$ cat src/mfp_pkg.sv
package mfp_pkg;

  // ----------------------------------------
  // Register word addresses
  // ----------------------------------------
  localparam logic [15:0] ADR_CHK_CTL = 16'h1F50;
  localparam logic [15:0] ADR_BUS_CTL = 16'h1F51;
  localparam logic [15:0] ADR_BLK_ONE = 16'h1F55;
  localparam logic [15:0] ADR_BLK_TWO = 16'h1F56;
  localparam logic [15:0] ADR_OUT_LIM = 16'h1F57;
  localparam logic [15:0] ADR_IN_LIM  = 16'h1F58;
  localparam logic [15:0] ADR_FLT_ADR = 16'h1F59;
  localparam logic [15:0] ADR_FLT_DAT = 16'h1F5B;

  // ----------------------------------------
  // Reset values
  // ----------------------------------------
  localparam logic [15:0] RST_CHK_CTL = 16'h00C6;
  localparam logic [15:0] RST_BUS_CTL = 16'hC3FF;
  localparam logic [15:0] RST_ZERO    = 16'h0000;

  // ----------------------------------------
  // Field positions (bit 15 is the first bit)
  // ----------------------------------------
  localparam int unsigned B_Q0   = 15;
  localparam int unsigned B_ODD  = 11;
  localparam int unsigned B_EEI  = 10;
  localparam int unsigned B_EED  = 9;
  localparam int unsigned B_EPR  = 8;
  localparam int unsigned B_SPD  = 7;
  localparam int unsigned B_WPT  = 6;
  localparam int unsigned B_EB1  = 5;
  localparam int unsigned B_EB2  = 4;
  localparam int unsigned B_EIO  = 3;
  localparam int unsigned B_GPT  = 2;
  localparam int unsigned B_DMX  = 1;
  localparam int unsigned B_DLP  = 0;
  localparam int unsigned B_WALO = 15;
  localparam int unsigned B_WAHI = 14;
  localparam int unsigned B_SPI  = 13;
  localparam int unsigned B_PEG  = 11;
  localparam int unsigned B_IDL  = 10;
  localparam int unsigned LIM_HI = 9;

  // ----------------------------------------
  // I/O command space
  // ----------------------------------------
  localparam logic [15:0] IO_GPT_CLR   = 16'h4003;
  localparam logic [2:0]  IO_RSV_TAG   = 3'h7;
  localparam logic [2:0]  IO_SPARE_TAG = 3'h6;
  localparam logic [4:0]  IO_SEQ_TAG   = 5'h00;

  // ----------------------------------------
  // State
  // ----------------------------------------
  typedef enum logic {RDY_IDLE = 1'b0, RDY_WAIT = 1'b1} mfp_rdy_e;

  typedef struct packed {
    logic [15:0] chk_ctl;
    logic [15:0] bus_ctl;
    logic [15:0] blk_one;
    logic [15:0] blk_two;
    logic [15:0] out_lim;
    logic [15:0] in_lim;
    logic [15:0] flt_adr;
    logic [15:0] flt_dat;
    logic        flt_held;
    logic [15:0] rdata;
    logic        edac_en;
    logic        parity_en;
    logic        unused_mem;
    logic        illegal_io;
    logic        wp_pin;
    logic        ext_ready;
    logic        req_seen;
    logic        bus_grant;
    logic        ready_a;
    mfp_rdy_e    rdy_state;
    logic [1:0]  wait_cnt;
    logic [7:0]  page_out;
    logic        page_oe;
  } mfp_state_s;

  localparam mfp_state_s ST_RESET = '{
    chk_ctl: RST_CHK_CTL, bus_ctl: RST_BUS_CTL,
    blk_one: RST_ZERO, blk_two: RST_ZERO,
    out_lim: RST_ZERO, in_lim: RST_ZERO,
    flt_adr: RST_ZERO, flt_dat: RST_ZERO,
    flt_held: 1'b0, rdata: RST_ZERO,
    edac_en: 1'b0, parity_en: 1'b0, unused_mem: 1'b0,
    illegal_io: 1'b0, wp_pin: 1'b0, ext_ready: 1'b1,
    req_seen: 1'b0, bus_grant: 1'b0, ready_a: 1'b0,
    rdy_state: RDY_IDLE, wait_cnt: 2'h0,
    page_out: 8'h00, page_oe: 1'b1};

endpackage

$ cat src/mfp_top.sv
// Implementation choice: the strobed register port.
`timescale 1ns/100ps
module mfp_top
(
  // Clock and reset
  input  wire logic        i_sys_clk,
  input  wire logic        i_rst_b,
  // Register port
  input  wire logic [15:0] i_reg_addr,
  input  wire logic [15:0] i_reg_wdata,
  input  wire logic        i_reg_wr,
  input  wire logic        i_reg_rd,
  output logic      [15:0] o_reg_rdata,
  // Memory access
  input  wire logic        i_acc_valid,
  input  wire logic [19:0] i_acc_addr,
  input  wire logic        i_acc_fetch,
  input  wire logic        i_acc_write,
  input  wire logic        i_mem_error,
  input  wire logic [15:0] i_error_bits,
  input  wire logic        i_prot_violation,
  output logic             o_edac_en,
  output logic             o_parity_en,
  output logic             o_parity_odd,
  output logic             o_checkbit_gen_select,
  output logic             o_unused_mem,
  output logic             o_write_protect_pin,
  output logic             o_global_protect_flag,
  // Programmed I/O
  input  wire logic        i_io_valid,
  input  wire logic [15:0] i_io_cmd,
  output logic             o_illegal_io,
  // DMA and page lines
  input  wire logic        i_dma_ack,
  input  wire logic [7:0]  i_cpu_page,
  input  wire logic [7:0]  i_page_select_lines,
  output logic      [7:0]  o_page_select_lines,
  output logic             o_page_select_oe,
  output logic             o_dma_split_bus_sel,
  output logic             o_dma_address_kind,
  // Ready and arbitration
  input  wire logic        i_cache_miss,
  input  wire logic        i_ready_a_start,
  input  wire logic        i_bus_req,
  input  wire logic        i_bus_read,
  output logic             o_ext_ready,
  output logic             o_first_ready_source,
  output logic             o_bus_grant,
  output logic             o_bus_turnaround_idle_en
);

  // ----------------------------------------
  // Decode helpers
  // ----------------------------------------

  // Page inside an enabled block, bounds inclusive
  function automatic logic in_block
  (
    input logic [15:0] bounds,
    input logic        en,
    input logic [7:0]  page
  );
    in_block = en && (page >= bounds[15:8]) && (page <= bounds[7:0]);
  endfunction

  // Sequential command at or past the limit
  function automatic logic past_limit
  (
    input logic [15:0] cmd,
    input logic [15:0] lim
  );
    past_limit = (cmd[14:10] == mfp_pkg::IO_SEQ_TAG)
      && (cmd[mfp_pkg::LIM_HI:0] >= lim[mfp_pkg::LIM_HI:0]);
  endfunction

  // ----------------------------------------
  // State
  // ----------------------------------------
  mfp_pkg::mfp_state_s st;
  mfp_pkg::mfp_state_s next_st;

  // Named views of the control bits
  logic       quarter_zero_check_en;
  logic       quarter_one_check_en;
  logic       quarter_two_check_en;
  logic       quarter_three_check_en;
  logic       fetch_correction_en;
  logic       operand_correction_en;
  logic       parity_check_en;
  logic       cache_miss_wait_en;
  logic       protect_pin_mode;
  logic       unused_block_one_en;
  logic       unused_block_two_en;
  logic       illegal_io_check_en;
  logic       global_protect_flag;
  logic       dma_split_bus_sel;
  logic       dma_address_kind;
  logic       ready_wait_bit_lo;
  logic       ready_wait_bit_hi;
  logic       spare_io_check_en;
  logic       checkbit_gen_select;
  logic       bus_turnaround_idle_en;

  // Access decode
  logic [3:0] quarter_en;
  logic       phys_dma;
  logic [7:0] acc_page;
  logic       quarter_hit;
  logic       edac_hit;
  logic       io_is_input;
  logic       io_bad;
  logic       rd_flt_dat;
  logic       capture;

  // Control fields out of the two control registers
  always_comb
  begin
    quarter_zero_check_en  = st.chk_ctl[mfp_pkg::B_Q0];
    quarter_one_check_en   = st.chk_ctl[mfp_pkg::B_Q0 - 1];
    quarter_two_check_en   = st.chk_ctl[mfp_pkg::B_Q0 - 2];
    quarter_three_check_en = st.chk_ctl[mfp_pkg::B_Q0 - 3];
    fetch_correction_en    = st.chk_ctl[mfp_pkg::B_EEI];
    operand_correction_en  = st.chk_ctl[mfp_pkg::B_EED];
    parity_check_en        = st.chk_ctl[mfp_pkg::B_EPR];
    cache_miss_wait_en     = st.chk_ctl[mfp_pkg::B_SPD];
    protect_pin_mode       = st.chk_ctl[mfp_pkg::B_WPT];
    unused_block_one_en    = st.chk_ctl[mfp_pkg::B_EB1];
    unused_block_two_en    = st.chk_ctl[mfp_pkg::B_EB2];
    illegal_io_check_en    = st.chk_ctl[mfp_pkg::B_EIO];
    global_protect_flag    = st.chk_ctl[mfp_pkg::B_GPT];
    dma_split_bus_sel      = st.chk_ctl[mfp_pkg::B_DMX];
    dma_address_kind       = st.chk_ctl[mfp_pkg::B_DLP];
    ready_wait_bit_lo      = st.bus_ctl[mfp_pkg::B_WALO];
    ready_wait_bit_hi      = st.bus_ctl[mfp_pkg::B_WAHI];
    spare_io_check_en      = st.bus_ctl[mfp_pkg::B_SPI];
    checkbit_gen_select    = st.bus_ctl[mfp_pkg::B_PEG];
    bus_turnaround_idle_en = st.bus_ctl[mfp_pkg::B_IDL];
  end

  // Address path and check selection
  // Page lines only carry the DMA address in physical split mode
  always_comb
  begin
    quarter_en  = {quarter_three_check_en, quarter_two_check_en,
                   quarter_one_check_en, quarter_zero_check_en};
    phys_dma    = i_dma_ack && dma_split_bus_sel && !dma_address_kind;
    acc_page    = phys_dma ? i_page_select_lines : i_acc_addr[19:12];
    quarter_hit = quarter_en[i_acc_addr[19:18]];
    edac_hit    = quarter_hit && (i_acc_fetch ? fetch_correction_en
                                              : operand_correction_en);
    io_is_input = i_io_cmd[15];
    io_bad      = illegal_io_check_en && (
                    past_limit(i_io_cmd, io_is_input ? st.in_lim
                                                     : st.out_lim)
                    || (i_io_cmd[14:12] == mfp_pkg::IO_RSV_TAG)
                    || (spare_io_check_en
                        && (i_io_cmd[14:12] == mfp_pkg::IO_SPARE_TAG)));
    rd_flt_dat  = i_reg_rd && (i_reg_addr == mfp_pkg::ADR_FLT_DAT);
    capture     = i_acc_valid && i_mem_error && (!st.flt_held || rd_flt_dat);
  end

  // ----------------------------------------
  // Next state
  // ----------------------------------------
  always_comb
  begin
    next_st = st;

    // Register writes; fault registers are read-only
    if (i_reg_wr)
    begin
      unique case (i_reg_addr)
        mfp_pkg::ADR_CHK_CTL: next_st.chk_ctl = i_reg_wdata;
        mfp_pkg::ADR_BUS_CTL: next_st.bus_ctl = i_reg_wdata;
        mfp_pkg::ADR_BLK_ONE: next_st.blk_one = i_reg_wdata;
        mfp_pkg::ADR_BLK_TWO: next_st.blk_two = i_reg_wdata;
        mfp_pkg::ADR_OUT_LIM: next_st.out_lim =
          {6'h00, i_reg_wdata[mfp_pkg::LIM_HI:0]};
        mfp_pkg::ADR_IN_LIM:  next_st.in_lim =
          {6'h00, i_reg_wdata[mfp_pkg::LIM_HI:0]};
        default: ;
      endcase
    end

    // Command 4003 drops global protect, even over a write
    if (i_io_valid && (i_io_cmd == mfp_pkg::IO_GPT_CLR))
    begin
      next_st.chk_ctl[mfp_pkg::B_GPT] = 1'b0;
    end

    // Read data stands only in the cycle after the strobe
    next_st.rdata = 16'h0000;
    if (i_reg_rd)
    begin
      unique case (i_reg_addr)
        mfp_pkg::ADR_CHK_CTL: next_st.rdata = st.chk_ctl;
        mfp_pkg::ADR_BUS_CTL: next_st.rdata = st.bus_ctl;
        mfp_pkg::ADR_BLK_ONE: next_st.rdata = st.blk_one;
        mfp_pkg::ADR_BLK_TWO: next_st.rdata = st.blk_two;
        mfp_pkg::ADR_OUT_LIM: next_st.rdata = st.out_lim;
        mfp_pkg::ADR_IN_LIM:  next_st.rdata = st.in_lim;
        mfp_pkg::ADR_FLT_ADR: next_st.rdata = st.flt_adr;
        mfp_pkg::ADR_FLT_DAT: next_st.rdata = st.flt_dat;
        default:              ;
      endcase
    end

    // First fault capture; a new fault beats the rearm
    if (capture)
    begin
      next_st.flt_adr  = {acc_page[3:0], i_acc_addr[11:0]};
      next_st.flt_dat  = i_error_bits;
      next_st.flt_held = 1'b1;
    end
    else if (rd_flt_dat)
    begin
      next_st.flt_held = 1'b0;
    end

    // Per-access check mode, held until the next access
    if (i_acc_valid)
    begin
      next_st.edac_en    = edac_hit;
      next_st.parity_en  = quarter_hit && parity_check_en && !edac_hit;
      next_st.unused_mem =
        in_block(st.blk_one, unused_block_one_en, acc_page)
        || in_block(st.blk_two, unused_block_two_en, acc_page);
    end

    // Illegal command flag per I/O command
    if (i_io_valid)
    begin
      next_st.illegal_io = io_bad;
    end

    // Protect pin: strobe-shaped or steady level
    if (protect_pin_mode)
    begin
      next_st.wp_pin = i_prot_violation && i_acc_valid && i_acc_write;
    end
    else
    begin
      next_st.wp_pin = i_prot_violation;
    end

    // One wait state after a cache miss
    next_st.ext_ready = !(cache_miss_wait_en && i_cache_miss);

    // Idle clock ahead of grant on read requests
    next_st.req_seen  = i_bus_req;
    next_st.bus_grant = i_bus_req && (!(bus_turnaround_idle_en && i_bus_read)
                                      || st.req_seen);

    // Programmed wait states on the first ready source
    next_st.ready_a = 1'b0;
    unique case (st.rdy_state)
      mfp_pkg::RDY_IDLE:
      begin
        if (i_ready_a_start)
        begin
          if ({ready_wait_bit_hi, ready_wait_bit_lo} == 2'h0)
          begin
            next_st.ready_a = 1'b1;
          end
          else
          begin
            next_st.wait_cnt  = {ready_wait_bit_hi, ready_wait_bit_lo};
            next_st.rdy_state = mfp_pkg::RDY_WAIT;
          end
        end
      end
      mfp_pkg::RDY_WAIT:
      begin
        next_st.wait_cnt = st.wait_cnt - 2'h1;
        if (st.wait_cnt == 2'h1)
        begin
          next_st.ready_a   = 1'b1;
          next_st.rdy_state = mfp_pkg::RDY_IDLE;
        end
      end
    endcase

    // Page lines: driven except when they carry the DMA address
    next_st.page_out = i_cpu_page;
    next_st.page_oe  = !phys_dma;
  end

  // ----------------------------------------
  // State register
  // ----------------------------------------
  // Reset loads the defaults, global protect set among them
  always_ff @(posedge i_sys_clk or negedge i_rst_b)
  begin
    if (!i_rst_b)
    begin
      st <= mfp_pkg::ST_RESET;
    end
    else
    begin
      st <= next_st;
    end
  end

  // ----------------------------------------
  // Outputs
  // ----------------------------------------
  // All straight from flip-flops
  always_comb
  begin
    o_reg_rdata              = st.rdata;
    o_edac_en                = st.edac_en;
    o_parity_en              = st.parity_en;
    o_parity_odd             = st.chk_ctl[mfp_pkg::B_ODD];
    o_checkbit_gen_select    = checkbit_gen_select;
    o_unused_mem             = st.unused_mem;
    o_write_protect_pin      = st.wp_pin;
    o_global_protect_flag    = global_protect_flag;
    o_illegal_io             = st.illegal_io;
    o_page_select_lines      = st.page_out;
    o_page_select_oe         = st.page_oe;
    o_dma_split_bus_sel      = dma_split_bus_sel;
    o_dma_address_kind       = dma_address_kind;
    o_ext_ready              = st.ext_ready;
    o_first_ready_source     = st.ready_a;
    o_bus_grant              = st.bus_grant;
    o_bus_turnaround_idle_en = bus_turnaround_idle_en;
  end

endmodule

$ cat config.mk
export PLATFORM = sky130hd
export DESIGN_NAME = mfp_top
export DESIGN_NICKNAME = d
export VERILOG_FILES = /design/src/mfp_pkg.sv /design/src/mfp_top.sv
export SDC_FILE = /design/constraint.sdc
export NUM_CORES = 1
export LEC_CHECK = 0
export ABC_AREA = 1
export BUFFER_PORTS_ARGS = -buffer_cell sky130_fd_sc_hd__buf_4
export CAP_MARGIN = 20
export CELL_PAD_IN_SITES_DETAIL_PLACEMENT = 0
export CELL_PAD_IN_SITES_GLOBAL_PLACEMENT = 2
export CORE_AREA = 2 2 119 208
export DETAILED_ROUTE_END_ITERATION = 6
export DIE_AREA = 0 0 121 210
export PLACE_DENSITY = 0.88
export SLEW_MARGIN = 20
export SYNTH_ARGS = -nofsm -noshare
export SYNTH_HDL_FRONTEND = slang
export SYNTH_SLANG_ARGS = --single-unit
$ cat constraint.sdc
create_clock -name i_sys_clk -period 6.54 [get_ports i_sys_clk]
set_input_delay 0 -clock i_sys_clk [delete_from_list [all_inputs] [get_ports i_sys_clk]]
set_output_delay 0 -clock i_sys_clk [all_outputs]
set_load 0.01 [all_outputs]
==> results_dict.tcl <==
set metrics [dict create \
    startpoint "i_reg_addr[5]" \
    antenna_found_initial 0 \
    dp.final_hpwl_um 19100 \
    tightest_slew_ns 0.977 \
    grt_start_max_net_pins 99 \
    synth_warnings 0 \
    synth_area_um2 8450 \
    yosys-top-cells-count "264 x nand2_1, 136 x dfrtp_1, 115 x nand4_1, 79 x inv_1, 59 x nor2_1" \
    viasPerCell 5.08 \
    ys_seq_area_share_pct 45.9 \
    synth_top_area_share_pct 40.3 \
    start_util_pct 35.6 \
    synth-edff-count 0 \
    rr_worst_depth 13 \
    synth_area_leaders "dfrtp_1 40%, nand2_1 12%, nand4_1 8.5%" \
    seq_area_um2 3880 \
    grt.total_usage_pct 21.8 \
    cts_sinks 154 \
    finalPower_w 0.00239 \
    ant_nets 0 \
    synth_area_leader_cell "dfrtp_1" \
    dp.cells 1418 \
    cp_max_fo 66 \
    setup_tns_ns 0 \
    clk_latency_ns 0.43 \
    die_width_um 121 \
    ys_ff_latch 154 \
    setup_viol 0 \
    fillCellCount 2376 \
    cp_data_arrival_time_ns 2.97 \
    avgSynthCellArea_um2 8.17 \
    synth_ff_type "dfrtp_1" \
    first_global_vias 7618 \
    critPathCapture "st[66]" \
    synth_cells 1034 \
    outcome "completed" \
    stdcell_count 1514 \
    skew_ns 0.00834 \
    r2r_start "o_dma_split_bus_sel" \
    synthDistinctLibCells 35 \
    num_vias 7686 \
    p_leak_nw 5.33 \
    rows 75 \
    die_area_um2 25400 \
    clk_pin_slew_ns 0.06 \
    htree_levels 4 \
    gp_congestion 0.818 \
    grt_pass1_wl_um 42200 \
    fin_crit_ns 2.69 \
    final_layout_size_suffix_gt1_share_pct 19.7 \
    slew-limit-headroom_pct 34.8 \
    async_flop_share_pct 100 \
    slew_violations 0 \
    syn_nets 1192 \
    hold_path.class "input port to flop" \
    grt-ovfl-total 0 \
    multi_input_area_um2 3810 \
    path_class "input port to flop" \
    cts_root_buffer "clkbuf_16" \
    ir_worst_vdd_mv 0.160 \
    drt-wirelength-per-cell_um 17.8 \
    startpoint_type "input port" \
    fp.coreArea_um2 23700 \
    cts_tree "done" \
    antenna_cells 0 \
    pwr_density_cell_nw_per_um2 219 \
    rsz0062_at_grt "no" \
    synth.most_common_cell "nand2_1" \
    io_pins 154 \
    finalCritPeriodShare_pct 41.1 \
    end_kind "flop" \
    area_delta_synth_final_pct 29.1 \
    rr_endpoint "o_unused_mem" \
    first_pass_iters 6 \
    drc_errors 0 \
    drt_iter0_markers 481 \
    r2r_setup_slack_ns 3.94 \
    critPathRequiredTime_ns 6.82 \
    nets 1351 \
    die_h_um 210 \
    cap_violations 0 \
    portBuffers 153 \
    cts_made_buffers 17 \
    max-clock-path-buffers 2 \
    finalWirelength_um 27000 \
    final-hold-violation-count 0 \
    fmax_ghz 0.372 \
]
## registers in the layout (all words and copies together), names as in the netlist, 4 cells and up
name	flops
o_page_select_lines	8
o_reg_rdata	16
quarter_en	4
st	102
## metrics by stage
| step | worst slack [ns] | instance area, um^2 | utilization [%] | hold slack, ns |
|---|---|---|---|---|
| after global placement | 3.39 | 9600 | 40.4 | 0.109 |
| after floorplan | 4.40 | 8450 | - | -0.296 |
| after global routing | 3.51 | 10900 | 45.9 | 0.0648 |
| after detailed placement | 3.41 | 9600 | 40.4 | 0.111 |
| after CTS | 3.86 | 10900 | 45.9 | 0.00879 |
| final | 3.85 | 10900 | 45.9 | 0.0207 |
## layer usage
metal	GRT usage [%]	up-vias	routed length, um
met5	0	-	0
met4	7.94	0	675
met3	2.54	34	839
met2	40.1	166	14800
met1	25.6	3692	10600
li1	-	3794	-
## area by class of cell
| class | count | share of cell area [%] |
|---|---|---|
| Inverter | 84 | 2.89 |
| Sequential cell | 154 | 35.5 |
| Clock inverter | 10 | 1.72 |
| Tap cell | 308 | 3.53 |
| Multi-Input combinational cell | 711 | 34.9 |
| Timing Repair Buffer | 225 | 17.0 |
| Clock buffer | 22 | 4.44 |
## report_power, final
group          internal [W]  total (W)  switching [W]  leakage (nW)
Sequential         0.000996    0.00102      0.0000248          2.00
Combinational      0.000112   0.000247       0.000135          3.01
Clock              0.000719    0.00113       0.000406         0.323
## cells in the final DEF (no fill, tap or decap), types with 2 or more instances in the layout
cell type / netlist / final
a21oi_1: 41 / 41
buf_4: 25 / 160
bufinv_16: 0 / 5
clkbuf_16: 0 / 17
clkbuf_8: 0 / 4
clkinvlp_4: 0 / 2
dfrtp_1: 136 / 136
dfstp_2: 18 / 18
dlygate4sd3_1: 0 / 64
ha_1: 43 / 43
inv_1: 79 / 79
inv_2: 5 / 5
mux2_2: 6 / 6
mux2i_1: 10 / 10
nand2_1: 264 / 264
nand2_2: 3 / 3
nand3_1: 44 / 44
nand4_1: 115 / 115
nand4_2: 3 / 3
nor2_1: 59 / 59
nor2_2: 7 / 7
nor3_1: 5 / 5
o211ai_1: 3 / 3
o21a_1: 4 / 4
o21ai_0: 45 / 45
o21ai_1: 49 / 49
## how the worst min path moves through the flow
stage	start	endpoint	slack (ns)	cells past startpoint
3_5_place_dp	i_cpu_page[6]	o_page_select_lines[6]	0.11	1
5_1_grt	i_io_cmd[8]	o_global_protect_flag	0.06	5
6_report	i_io_cmd[3]	o_global_protect_flag	0.02	5
2_1_floorplan	i_rst_b	fetch_correction_en	-0.30	0
4_1_cts	i_io_cmd[8]	o_global_protect_flag	0.009	5
3_3_place_gp	i_cpu_page[1]	o_page_select_lines[1]	0.11	1
## cell families (layout without fill, tap and decap cells)
| logic type | after synthesis | count (layout) | synth area share (%) |
|---|---|---|---|
| adder cells (fa/ha/maj) | 43 | 43 | 6.37 |
| flip-flops | 154 | 154 | 45.9 |
| multiplexers | 16 | 16 | 1.98 |
| AND/OR/NAND/NOR | 505 | 505 | 27.5 |
| AO/OA/AOI/OAI | 147 | 147 | 9.15 |
| buffers and inverters | 169 | 341 | 9.10 |
## worst max-delay path, stage by stage
cell and delay [ns]:
buf_4 0.11, inv_1 0.04, nand2_1 0.05, nor2_2 0.11
nand2_2 0.10, nor2_8 0.65, nand3_2 0.20, o21ai_4 0.69
nand2_2 0.62, nand2_1 0.23, o21ai_1 0.11
## what timing repair did
action / 4_1_cts / 5_1_grt
resized for setup: 0 / 0
setup buffers: 0 / 0
endpoints found under the hold margin: 211 / 0
hold buffers: 64 / 0
Note: power is estimated with default switching activity, not from simulation.
